[config.mk]
export PLATFORM = sky130hd
export DESIGN_NAME = irq3_filter
export DESIGN_NICKNAME = d
export VERILOG_FILES = /design/src/include/irq3_pkg.sv /design/src/irq3_filter.sv
export SDC_FILE = /design/constraint.sdc
export NUM_CORES = 1
export LEC_CHECK = 0
export ABC_AREA = 1
export BUFFER_PORTS_ARGS = -buffer_cell sky130_fd_sc_hd__buf_2
export CORE_MARGIN = 2
export CORE_UTILIZATION = 35
export DETAILED_ROUTE_END_ITERATION = 12
export PLACE_DENSITY = 0.51
export SYNTH_ARGS = -nofsm -noshare
export SYNTH_HDL_FRONTEND = slang
export SYNTH_SLANG_ARGS = --single-unit
[constraint.sdc]
create_clock -name clk -period 2.5 [get_ports clk]
set_clock_uncertainty 0.2 [all_clocks]
set_input_delay 0.25 -clock clk [delete_from_list [all_inputs] [get_ports clk]]
set_output_delay 0.25 -clock clk [all_outputs]
set_load 0.01 [all_outputs]
[src/include/irq3_pkg.sv]
// package for the third external interrupt block: register map, fields, counts
// assumes a 100 MHz system clock and a plain address/strobe register port
package irq3_pkg;
	localparam logic [7:0] CTRL_ADDR = 8'h9A;
	localparam logic [7:0] MODE_ADDR = 8'h9B;
	localparam logic [7:0] CTRL_RESET = 8'h00;
	localparam logic [7:0] MODE_RESET = 8'h00;
	// control register fields
	localparam int RUN_BIT = 0;
	localparam int SRC_LSB = 1;
	localparam int EDGE_LSB = 3;
	localparam int TIMING_BIT = 6;
	localparam int IRQSRC_BIT = 7;
	// mode register fields
	localparam int FILT_LSB = 0;
	localparam int RELOAD_BIT = 2;
	localparam int CMPSEL_BIT = 3;
	localparam int CMP0_LSB = 4;
	localparam int CMP1_LSB = 6;
	// extra status/data registers
	localparam logic [7:0] STAT_ADDR = 8'hA0;
	localparam logic [7:0] CMP0_ADDR = 8'hA1;
	localparam logic [7:0] CMP1_ADDR = 8'hA2;
	localparam logic [7:0] COUNT_ADDR = 8'hA3;
	localparam int STAT_FLAG_BIT = 0;
	localparam int STAT_PIN_BIT = 1;
	// clock dividers, filter sample count, counter reset
	localparam logic [4:0] DIV8_LAST = 5'h07;
	localparam logic [4:0] DIV32_LAST = 5'h1F;
	localparam logic [6:0] RING128_HALF = 7'h3F;
	localparam int FILT_SAMPLES = 3;
	localparam logic [15:0] COUNT_RESET = 16'h0000;

	typedef struct packed {
		logic [7:0] addr;
		logic [7:0] wdata;
		logic wr;
		logic rd;
	} reg_req_t;

	typedef enum logic [1:0] {EDGE_RISE, EDGE_FALL, EDGE_BOTH, EDGE_BAD} edge_t;
	typedef enum logic [1:0] {CMP_KEEP, CMP_TOGGLE, CMP_LOW, CMP_HIGH} cmp_mode_t;
endpackage

[src/irq3_filter.sv]
// third external interrupt request generator with glitch filter and timer controls
// assumes pin inputs synchronous to clk; ring clock divided from the ring tick input
`timescale 1ns/100ps
`default_nettype none

// What this block does
// - source field 0 takes pin as request
// - timing bit 0 syncs to count source
// - timing bit 1 unfiltered requests immediately
// - filter needs three agreeing samples
// - filter field picks none, f1, f8, f32
// - filter selected syncs to sampling clock
// - port bit reads unfiltered pin level
// - source 1 sets flag from ring clock
// - polarity rising, falling, both; 11 invalid
// - count source f1, f8, f32, fast ring
// - run bit starts and stops timer
// - field rewrites may spuriously set flag
// - compare mode requests on every event
// - reload clears counter on compare 1
// - select bit picks capture or compare
// - compare 0 drives output per field
// - compare 1 drives output per field
// - acknowledge clears the request flag
module irq3_filter (
	// clock and reset
	input wire logic clk,
	input wire logic reset_n,
	// register port
	input wire irq3_pkg::reg_req_t req,
	output logic [7:0] rdata,
	// pins and clock ticks
	input wire logic pin_in,
	input wire logic ring_tick,
	input wire logic fast_ring_tick,
	input wire logic irq_ack,
	// outputs
	output logic irq_request_flag,
	output logic compare_output_pin,
	output logic capture_strobe
);
	import irq3_pkg::*;

	function automatic logic edge_hit(input logic [1:0] sel, input logic prev, input logic cur);
		unique case (edge_t'(sel))
			EDGE_RISE: edge_hit = !prev && cur;
			EDGE_FALL: edge_hit = prev && !cur;
			EDGE_BOTH: edge_hit = prev != cur;
			default: edge_hit = 1'b0;
		endcase
	endfunction

	function automatic logic cmp_next(input logic [1:0] m, input logic cur);
		unique case (cmp_mode_t'(m))
			CMP_KEEP: cmp_next = cur;
			CMP_TOGGLE: cmp_next = !cur;
			CMP_LOW: cmp_next = 1'b0;
			CMP_HIGH: cmp_next = 1'b1;
		endcase
	endfunction

	logic [7:0] ctrl_q, ctrl_d, mode_q, mode_d, cmp0_q, cmp0_d, cmp1_q, cmp1_d;
	logic [7:0] rdata_d;
	logic [4:0] div_q, div_d;
	logic [6:0] ring_q, ring_d;
	logic sync1_q, sync2_q, prev_q, prev_d;
	logic [2:0] samp_q, samp_d;
	logic filt_q, filt_d;
	logic pend_q, pend_d;
	logic flag_d, cmp_pin_d, cap_d;
	logic [15:0] count_q, count_d;
	logic tick8, tick32, samp_tick, cnt_tick, filt_on, in_level, ev, ring_ev;
	logic field_write;

	// dividers
	always_comb begin
		div_d = div_q + 5'h01;
		tick8 = div_q[2:0] == DIV8_LAST[2:0];
		tick32 = div_q == DIV32_LAST;
		ring_d = ring_tick ? ring_q + 7'h01 : ring_q;
		// two flag sets per ring period when both edges selected, else one
		ring_ev = ring_tick && ((ring_q == RING128_HALF) ||
			(ctrl_q[EDGE_LSB+:2] == 2'b10 && ring_q == 7'h7F));
	end

	always_ff @(posedge clk or negedge reset_n) begin
		if (!reset_n) begin
			div_q <= 5'h00;
			ring_q <= 7'h00;
		end else begin
			div_q <= div_d;
			ring_q <= ring_d;
		end
	end

	// pin synchroniser; first stage feeds only the second
	always_ff @(posedge clk or negedge reset_n) begin
		if (!reset_n) begin
			sync1_q <= 1'b0;
			sync2_q <= 1'b0;
		end else begin
			sync1_q <= pin_in;
			sync2_q <= sync1_q;
		end
	end

	// filter and event detection
	always_comb begin
		filt_on = mode_q[FILT_LSB+:2] != 2'b00;
		unique case (mode_q[FILT_LSB+:2])
			2'b01: samp_tick = 1'b1;
			2'b10: samp_tick = tick8;
			2'b11: samp_tick = tick32;
			default: samp_tick = 1'b0;
		endcase
		unique case (ctrl_q[SRC_LSB+:2])
			2'b00: cnt_tick = 1'b1;
			2'b01: cnt_tick = tick8;
			2'b10: cnt_tick = tick32;
			default: cnt_tick = fast_ring_tick;
		endcase
		samp_d = samp_tick ? {samp_q[1:0], sync2_q} : samp_q;
		filt_d = filt_q;
		if (samp_tick && samp_d[FILT_SAMPLES-1:0] == {FILT_SAMPLES{samp_d[0]}})
			filt_d = samp_d[0];
		in_level = filt_on ? filt_q : sync2_q;
		prev_d = in_level;
		ev = edge_hit(ctrl_q[EDGE_LSB+:2], prev_q, in_level);
	end

	// request timing and flag
	always_comb begin
		pend_d = pend_q;
		flag_d = irq_request_flag;
		if (!ctrl_q[IRQSRC_BIT]) begin
			if (ev)
				pend_d = 1'b1;
			if (filt_on || ctrl_q[TIMING_BIT] || mode_q[CMPSEL_BIT]) begin
				// filtered edges already align with the sampling tick
				if (pend_d) begin
					flag_d = 1'b1;
					pend_d = 1'b0;
				end
			end else if (pend_d && cnt_tick && ctrl_q[RUN_BIT]) begin
				flag_d = 1'b1;
				pend_d = 1'b0;
			end
		end else if (ring_ev) begin
			flag_d = 1'b1;
		end
		if (field_write)
			pend_d = 1'b0;
		// acknowledge loses against a same-cycle set
		if (irq_ack && !(flag_d && !irq_request_flag))
			flag_d = 1'b0;
	end

	always_ff @(posedge clk or negedge reset_n) begin
		if (!reset_n) begin
			samp_q <= 3'h0;
			filt_q <= 1'b0;
			prev_q <= 1'b0;
			pend_q <= 1'b0;
			irq_request_flag <= 1'b0;
		end else begin
			samp_q <= samp_d;
			filt_q <= filt_d;
			prev_q <= prev_d;
			pend_q <= pend_d;
			irq_request_flag <= flag_d;
		end
	end

	// capture timer core
	always_comb begin
		count_d = count_q;
		cmp_pin_d = compare_output_pin;
		cap_d = 1'b0;
		if (ctrl_q[RUN_BIT] && cnt_tick) begin
			count_d = count_q + 16'h0001;
			if (mode_q[CMPSEL_BIT]) begin
				if (count_q[7:0] == cmp0_q)
					cmp_pin_d = cmp_next(mode_q[CMP0_LSB+:2], compare_output_pin);
				if (count_q[7:0] == cmp1_q) begin
					cmp_pin_d = cmp_next(mode_q[CMP1_LSB+:2], cmp_pin_d);
					if (mode_q[RELOAD_BIT])
						count_d = COUNT_RESET;
				end
			end
		end
		if (!mode_q[CMPSEL_BIT] && ev && !ctrl_q[IRQSRC_BIT])
			cap_d = 1'b1;
	end

	always_ff @(posedge clk or negedge reset_n) begin
		if (!reset_n) begin
			count_q <= COUNT_RESET;
			compare_output_pin <= 1'b0;
			capture_strobe <= 1'b0;
		end else begin
			count_q <= count_d;
			compare_output_pin <= cmp_pin_d;
			capture_strobe <= cap_d;
		end
	end

	// register port
	always_comb begin
		ctrl_d = ctrl_q;
		mode_d = mode_q;
		cmp0_d = cmp0_q;
		cmp1_d = cmp1_q;
		field_write = 1'b0;
		rdata_d = 8'h00;
		if (req.wr) begin
			unique case (req.addr)
				CTRL_ADDR: begin
					ctrl_d = req.wdata;
					field_write = 1'b1;
				end
				MODE_ADDR: mode_d = req.wdata;
				CMP0_ADDR: cmp0_d = req.wdata;
				CMP1_ADDR: cmp1_d = req.wdata;
				default: ;
			endcase
		end
		if (req.rd) begin
			unique case (req.addr)
				CTRL_ADDR: rdata_d = ctrl_q;
				MODE_ADDR: rdata_d = mode_q;
				CMP0_ADDR: rdata_d = cmp0_q;
				CMP1_ADDR: rdata_d = cmp1_q;
				COUNT_ADDR: rdata_d = count_q[7:0];
				STAT_ADDR: begin
					rdata_d[STAT_FLAG_BIT] = irq_request_flag;
					rdata_d[STAT_PIN_BIT] = sync2_q;
				end
				default: rdata_d = 8'h00;
			endcase
		end
	end

	always_ff @(posedge clk or negedge reset_n) begin
		if (!reset_n) begin
			ctrl_q <= CTRL_RESET;
			mode_q <= MODE_RESET;
			cmp0_q <= 8'h00;
			cmp1_q <= 8'h00;
			rdata <= 8'h00;
		end else begin
			ctrl_q <= ctrl_d;
			mode_q <= mode_d;
			cmp0_q <= cmp0_d;
			cmp1_q <= cmp1_d;
			rdata <= rdata_d;
		end
	end

	a_ack_clears: assert property (@(posedge clk) disable iff (!reset_n)
		irq_ack && irq_request_flag |=> !irq_request_flag)
		else $error("ack did not clear flag");
	a_flag_holds: assert property (@(posedge clk) disable iff (!reset_n)
		irq_request_flag && !irq_ack |=> irq_request_flag)
		else $error("flag dropped without ack");
	a_immediate_req: assert property (@(posedge clk) disable iff (!reset_n)
		ev && !filt_on && ctrl_q[TIMING_BIT] && !ctrl_q[IRQSRC_BIT] && !field_write && !irq_ack
		|=> irq_request_flag)
		else $error("immediate request missing");
	a_sync_chain: assert property (@(posedge clk) disable iff (!reset_n)
		sync2_q == $past(pin_in, 2))
		else $error("pin synchroniser broken");
	a_run_stopped: assert property (@(posedge clk) disable iff (!reset_n)
		!ctrl_q[RUN_BIT] |=> count_q == $past(count_q))
		else $error("counter moved while stopped");
	a_filter_stable: assert property (@(posedge clk) disable iff (!reset_n)
		filt_q != $past(filt_q) |-> samp_q == {3{filt_q}})
		else $error("filter changed without three samples");
	a_pin_read: assert property (@(posedge clk) disable iff (!reset_n)
		req.rd && req.addr == STAT_ADDR |=> rdata[STAT_PIN_BIT] == $past(sync2_q))
		else $error("port bit not raw level");
	a_reload_zero: assert property (@(posedge clk) disable iff (!reset_n)
		ctrl_q[RUN_BIT] && cnt_tick && mode_q[CMPSEL_BIT] && mode_q[RELOAD_BIT]
		&& count_q[7:0] == cmp1_q && !req.wr |=> count_q == COUNT_RESET)
		else $error("reload failed");
	a_no_filter_none: assert property (@(posedge clk) disable iff (!reset_n)
		mode_q[FILT_LSB+:2] == 2'b00 |-> !samp_tick)
		else $error("sampling without filter");

	// ring source and pin source guards
	a_ring_sets: assert property (@(posedge clk) disable iff (!reset_n)
		ctrl_q[IRQSRC_BIT] && ring_ev && !irq_ack |=> irq_request_flag)
		else $error("ring tick did not set flag");
	a_ring_only: assert property (@(posedge clk) disable iff (!reset_n)
		ctrl_q[IRQSRC_BIT] && !ring_ev && !irq_request_flag |=> !irq_request_flag)
		else $error("pin reached flag under ring source");
	a_sync_wait: assert property (@(posedge clk) disable iff (!reset_n)
		!ctrl_q[IRQSRC_BIT] && !filt_on && !ctrl_q[TIMING_BIT] && !mode_q[CMPSEL_BIT]
		&& !(cnt_tick && ctrl_q[RUN_BIT]) && !irq_request_flag |=> !irq_request_flag)
		else $error("request ahead of count tick");
	a_edge_invalid: assert property (@(posedge clk) disable iff (!reset_n)
		ctrl_q[EDGE_LSB+:2] == 2'b11 |-> !ev)
		else $error("edge seen with invalid polarity");
	a_write_drops: assert property (@(posedge clk) disable iff (!reset_n)
		field_write |=> !pend_q)
		else $error("pending edge kept over rewrite");
	a_set_wins: assert property (@(posedge clk) disable iff (!reset_n)
		irq_ack && !irq_request_flag && flag_d |=> irq_request_flag)
		else $error("ack beat a same-cycle set");

	// filter guards
	a_filt_hold: assert property (@(posedge clk) disable iff (!reset_n)
		!samp_tick |=> filt_q == $past(filt_q))
		else $error("filter moved between samples");
	a_samp_shift: assert property (@(posedge clk) disable iff (!reset_n)
		samp_tick |=> samp_q == {$past(samp_q[1:0]), $past(sync2_q)})
		else $error("sample chain lost a sample");

	// timer and compare output guards
	a_no_reload: assert property (@(posedge clk) disable iff (!reset_n)
		ctrl_q[RUN_BIT] && cnt_tick && !mode_q[RELOAD_BIT]
		|=> count_q == $past(count_q) + 16'h0001)
		else $error("counter skipped a tick");
	a_cmp_stopped: assert property (@(posedge clk) disable iff (!reset_n)
		!ctrl_q[RUN_BIT] |=> compare_output_pin == $past(compare_output_pin))
		else $error("compare output moved while stopped");
	a_cmp_capture: assert property (@(posedge clk) disable iff (!reset_n)
		!mode_q[CMPSEL_BIT] |=> compare_output_pin == $past(compare_output_pin))
		else $error("compare output moved in capture mode");
	a_cmp0_high: assert property (@(posedge clk) disable iff (!reset_n)
		ctrl_q[RUN_BIT] && cnt_tick && mode_q[CMPSEL_BIT] && count_q[7:0] == cmp0_q
		&& count_q[7:0] != cmp1_q && mode_q[CMP0_LSB+:2] == 2'b11 |=> compare_output_pin)
		else $error("compare 0 did not drive high");
	a_cmp1_low: assert property (@(posedge clk) disable iff (!reset_n)
		ctrl_q[RUN_BIT] && cnt_tick && mode_q[CMPSEL_BIT] && count_q[7:0] == cmp1_q
		&& mode_q[CMP1_LSB+:2] == 2'b10 |=> !compare_output_pin)
		else $error("compare 1 did not drive low");
	a_capture_mode: assert property (@(posedge clk) disable iff (!reset_n)
		capture_strobe |-> !$past(mode_q[CMPSEL_BIT]))
		else $error("capture strobe in compare mode");

	// register port guards
	a_ctrl_write: assert property (@(posedge clk) disable iff (!reset_n)
		req.wr && req.addr == CTRL_ADDR |=> ctrl_q == $past(req.wdata))
		else $error("control write lost");
	a_rdata_idle: assert property (@(posedge clk) disable iff (!reset_n)
		!req.rd |=> rdata == 8'h00)
		else $error("read data without read");
	c_flag_set: cover property (@(posedge clk) disable iff (!reset_n) $rose(irq_request_flag));
	c_cmp_toggle: cover property (@(posedge clk) disable iff (!reset_n) $changed(compare_output_pin));
	c_capture: cover property (@(posedge clk) disable iff (!reset_n) capture_strobe);
	c_ring_flag: cover property (@(posedge clk) disable iff (!reset_n)
		ctrl_q[IRQSRC_BIT] && ring_ev);
	c_filter_pass: cover property (@(posedge clk) disable iff (!reset_n) $changed(filt_q));
endmodule

`default_nettype wire

---- After elaboration in Yosys (flattened, before gate mapping) ----
Index checks and enable logic that the tools add are counted.
word-level totals
  memory bits (writable) .................. 0
  input port bits ......................... 24
  latch bits .............................. 0
  memory bits (read-only) ................. 0
  memories ................................ 0
  flip-flop bits (word level) ............. 79
  output and inout port bits .............. 11
  logic and storage cells ................. 113
operators by class
  equal/unequal tests ..................... 28
  shift operators ......................... 0
  mux-type cells .......................... 32
  div/mod/pow operators ................... 0
  add/subtract/negate cells ............... 3
  bitwise logic cells ..................... 0
  reductions and logical operators ........ 33
  $lt $le $gt $ge ......................... 0
  multiply operators ...................... 0
operators with widths
  operator                                              count
  equality test 8 bit (second input constant)           6
  2-to-1 mux 16 bit                                     3
  one-hot mux 6 bit (5 select lines)                    1
  2-to-1 mux 1 bit                                      20
  adder 16 x 1 -> 16 bit (second input constant)        1
  equality test 2 bit (second input constant)           8
  equality test 8 bit                                   2
  logical AND 1 bit                                     12
  one-hot mux 2 bit (6 select lines)                    1
  equality test 2 x 1 -> 1 bit (second input constant)  5
  AND reduction 2 bit                                   5
  one-hot mux 1 bit (3 select lines)                    3
  zero test 1 bit                                       8
  zero test 2 bit                                       4
  2-to-1 mux 8 bit                                      1
  one-hot mux 1 bit (4 select lines)                    2
  adder 7 x 1 -> 7 bit (second input constant)          1
  equality test 7 x 6 -> 1 bit (second input constant)  1
  equality test 7 bit (second input constant)           1
  adder 5 x 1 -> 5 bit (second input constant)          1
  equality test 5 bit (second input constant)           1
  equality test 3 bit (second input constant)           1
  logical OR 1 bit                                      3
  2-to-1 mux 3 bit                                      1
  4 further kinds                                       4

---- Logic depth before layout (Yosys ltp) ----
  depth in word-level cells ............... 16
  depth in mapped cells ................... 13
  depth with buffers taken out ............ 13

---- Least setup slack after synthesis ----
OpenSTA, ideal clock, no wires.
  path type ............................... register to register
  from .................................... reg mode_q[1]
  to ...................................... reg irq_request_flag
  buffers on the path ..................... 0
  setup slack ............................. 0.612 ns
  arrival time ............................ 1.562 ns
  setup time .............................. 0.126 ns
  required time ........................... 2.174 ns
  cell stages (with the launch flop) ...... 11
  clock period less this slack ............ 1.888 ns
  cell sequence ........................... dfrtp_1 nor2_1 o21ai_0 ha_1 or2_2 a21oi_1 nand2_1 o21ai_0 nand2_1 nand2_1 o22ai_1
on the way
  word-level cells in the longest chain between the ends .. 16
RTL lines
  what                                  RTL line            text
  from (decl)                           irq3_filter.sv:62   logic [7:0] ctrl_q, ctrl_d, mode_q, mode_d, cmp0_q, cmp0_d, cmp1_q, cmp1_d;
  from (signal assigned)                irq3_filter.sv:252  mode_q <= mode_d;
  nonzero test 2 bit *                  irq3_filter.sv:109  filt_on = mode_q[FILT_LSB+:2] != 2'b00;
  2-to-1 mux 1 bit *                    irq3_filter.sv:126  in_level = filt_on ? filt_q : sync2_q;
  net in_level                          irq3_filter.sv:72   logic tick8, tick32, samp_tick, cnt_tick, filt_on, in_level, ev, ring_ev;
  zero test 1 bit                       irq3_filter.sv:47   EDGE_FALL: edge_hit = prev && !cur;
  logical AND 1 bit                     irq3_filter.sv:47
  one-hot mux 1 bit (3 select lines) *  irq3_filter.sv:45   unique case (edge_t'(sel))
  2-to-1 mux 1 bit *                    irq3_filter.sv:136  if (ev)
  2-to-1 mux 1 bit *                    irq3_filter.sv:135  if (!ctrl_q[IRQSRC_BIT]) begin
  logical AND 1 bit (2 in a row)        irq3_filter.sv:144  end else if (pend_d && cnt_tick && ctrl_q[RUN_BIT]) begin
  2-to-1 mux 1 bit                      irq3_filter.sv:144
  2-to-1 mux 1 bit *                    irq3_filter.sv:138  if (filt_on || ctrl_q[TIMING_BIT] || mode_q[CMPSEL_BIT]) begin
  2-to-1 mux 1 bit *                    irq3_filter.sv:135
  logical AND 1 bit                     irq3_filter.sv:154  if (irq_ack && !(flag_d && !irq_request_flag))
  zero test 1 bit                       irq3_filter.sv:154
  logical AND 1 bit                     irq3_filter.sv:154
  2-to-1 mux 1 bit *                    irq3_filter.sv:154
  net flag_d                            irq3_filter.sv:70   logic flag_d, cmp_pin_d, cap_d;
  to (signal assigned)                  irq3_filter.sv:170  irq_request_flag <= flag_d;
  to (decl)                             irq3_filter.sv:38   output logic irq_request_flag,
Mark *: on every way through the listed nets, which the timed path passes. The rest lies on a longest branch. The select of a mux whose other input is x is not followed.
A chain may end at the register's enable or synchronous reset.

---- Worst setup path after layout ----
Ends and elaborated chain as after synthesis.

==> metrics.md <==
| Metric | Value |
|---|---|
| Leakage | `0.002106 µW` |
| Net Count, Synth | `482` |
| Arrival time at the worst endpoint | `2.13 ns` |
| Final Setup Violations | `0` |
| Clk buf depth | `2` |
| Count of pins over their slew limit | `0` |
| Setup_tns | `0 ns` |
| Cell row count | `37` |
| Met1 Usage GRT | `0.2528` |
| Post-Route WL | `a little over 9000 µm` |
| Yosys reg bits | `70` |
| GRT Residual Overflow | `0` |
| Reg2reg setup slack | `0.42 ns` |
| Fin cells | `643` |
| Commonest non-fill, non-tap cell in the layout | `nand2_1` |
| RePlAce Congestion | `0.7857` |
| Number of CTS-inserted buffers | `9` |
| Synth area leader | `dfrtp_1` |
| Number of antenna violations at the first check in global routing | `0` |
| First-pass GRT wire length | `15,440 µm` |
| Status | `completed` |
| Vias in the first global route | `between 3k and 4k` |
| Initial DRC Count | `between 150 and 200` |
| RSZ-0062 raised after global routing | `no` |
| Final period util | `0.8335` |
| Worst-Skew Late Latency | `roughly 0.36 ns` |
| Post-synthesis sequential area ratio | `0.4767` |
| Least-Margin Pin Slew | `0.5147 ns` |
| Commonest non-fill, non-tap cells in the layout | `nand2_1 (129), dfrtp_1 (70), inv_1 (60), buf_2 (34), nor2_1 (30)` |
| Number of nets in the layout | `around 530` |
| Die H | `106.5 µm` |
| Ant diodes | `0` |
| Worst Hold Class | `in2reg` |
| Total clock sinks | `70` |
| Req. time, crit path | `2.55 ns` |
| Dpl hpwl | `6678 µm` |
| I/O Pins | `35` |
| Cell total after placement | `615` |
| Layout cells sized above 1 | `0.1755` |
| Grt peak-use layer | `met2` |
| DR pass1 iterations | `4` |
| WL/cell | `14.12 µm` |
| Top cells by area, synth | `dfrtp_1 (48%), nand2_1 (13%), inv_1 (6.1%), o21ai_0 (3.1%), nor2_1 (3.1%)` |
| Die Area | `11,330 µm²` |
| TritonCTS clock tree | `yes` |
| Routed vias/inst | `roughly 4.7` |
| Root Buffer | `clkbuf_8` |
| Syn Inst Count | `451` |
| Highest clock rate | `approximately 0.48 GHz` |
| Slew Limit Headroom | `0.6542` |
| GR Util All Layers | `0.1797` |
| Synth unique cells | `34` |
| Area of the core | `10,280 µm²` |
| Critical path endpoint category | `flop` |
| Routed vias | `2,995` |
| Power Density | `704.3 nW/µm²` |
| Die W | `roughly 110 µm` |
| Peak VDD IR | `0.0003520 V` |
| I/O Buffers | `34` |
| Final Hold Vio Count | `0` |
| Min Tclk post-route | `2.084 ns` |
| Area grow syn2layout | `16.04%` |
| Top-area cell type share of the netlist area | `0.4767` |
| Worst Path Max Fanout | `3` |
| H-tree lvl count | `3` |
| Post-Syn Area | `3675 µm²` |
| Largest net degree at the start of global routing | `71` |
| Global Route met3 Usage | `0.02759` |
| Initial core utilization | `0.3576` |
| Clock Pin Slew Worst Setup and Hold Paths | `0.08 ns` |
| YS warnings | `0` |
| Avg Cell Area, Syn | `8.148 µm²` |
| DRC viols | `0` |
| Max Cap Viol | `0` |
| Final ANT Viol Nets | `0` |
| WS Path Type | `reg2reg` |
| Post-CTS Setup Bufs | `0` |
| Startpoint types | `flop` |
| GR Util met2 | `0.2715` |
## through the flow
step                total power [µW]  hold WS [ns]  worst slack, ns  utilization  area [µm²]
global route                    3227        0.1210           0.2083       0.4149        4264
detailed placement              2188        0.1073           0.4227       0.3869        3976
global placement                2176        0.1055           0.4666       0.3869        3976
floorplan                       1991       -0.2456           0.6120            -        3675
CTS                             3041       0.09183           0.4053       0.4149        4264
finish                          3003       0.09336           0.4163       0.4149        4264
## state kept, by name, indices dropped and copies added, names as in the netlist
name and flops:
cmp0_q 8, cmp1_q 8, count_q 8, ctrl_q 8, mode_q 8, rdata 8, ring_q 7, div_q 5
samp_q 2, capture_strobe 1, compare_output_pin 1, filt_q 1, irq_request_flag 1, pend_q 1, prev_q 1, sync1_q 1
sync2_q 1
## logic make-up (layout without fill, tap and decap cells)
kind of cell | Yosys count | in the layout | share of synthesized area
and+or+nand+nor | 216 | 216 | 0.2656
AOI/OAI and AO/OA | 67 | 67 | 0.1069
xor gates and xnor gates | 18 | 18 | 0.04290
adders and majority gates | 7 | 7 | 0.02383
DFF | 70 | 70 | 0.4767
buffers and inverters | 73 | 129 | 0.08410
## report_power, final
group | leakage (µW) | switching [µW] | internal (µW)
sequential | 0.000882 | 190 | 1300
combinational | 0.00114 | 406 | 279
clock | 0.0000861 | 442 | 383
total | 0.00211 | 1040 | 1970
## per-layer routing
layer / routed length [µm] / share of wire
met1: 4359 / 0.48
met2: 4052 / 0.45
met3: 476 / 0.052
met4: 189 / 0.021
met5: 0 / 0
## synthesized netlist by cell type
master and number:
a211oi_1 1, a21oi_1 7, a31oi_1 1, buf_2 2
buf_6 4, clkbuf_1 1, dfrtp_1 70, ha_1 7
inv_1 60, inv_2 5, inv_4 1, nand2_1 129
nand2_2 10, nand2_4 1, nand3_1 19, nand3_4 1
nand4_1 2, nor2_1 30, nor2_2 4, nor2_4 3
nor3_1 12, nor3_2 1, nor3_4 2, nor4_2 1
o211ai_1 1, o211ai_2 1, o21a_1 1, o21ai_0 23
o21ai_1 17, o21ai_2 9, o22ai_1 6, or2_2 1
xnor2_1 12, xor2_1 6
## critical path: stages, from the launching register on
cell and delay (ns):
dfrtp_1 0.39, nor2_1 0.20, o21ai_0 0.17, ha_1 0.21
or2_2 0.26, a21oi_1 0.19, nand2_1 0.09, o21ai_0 0.08
nand2_1 0.06, nand2_1 0.05, o22ai_1 0.06
## path summary, 6_finish.rpt
path	start	end	cells after the start
worst max-delay path	mode_q[1]	irq_request_flag	10
worst min-delay path	req[0]	rdata[7]	3
worst max register to register	mode_q[1]	irq_request_flag	10
worst min register to register	sync1_q	sync2_q	0
max in group asynchronous	reset_n	capture_strobe	3
min in group asynchronous	reset_n	ring_q[3]	3
## what timing repair did
item                                   in CTS  in global routing
hold buffers                               12                  0
endpoints found under the hold margin      87                  0
resized for setup                           0                  0
## cell type report
class / count / area [µm²]
Multi-Input combinational cell: 308 / 1614
Timing Repair Buffer: 47 / 310.3
Sequential cell: 70 / 1752
Clock buffer: 12 / 145.1
Inverter: 66 / 250.2
Tap cell: 136 / 170.2
Fill cell: 1052 / 6013
Clock inverter: 4 / 22.52
No activity file was read; power rests on OpenSTA's default activity.
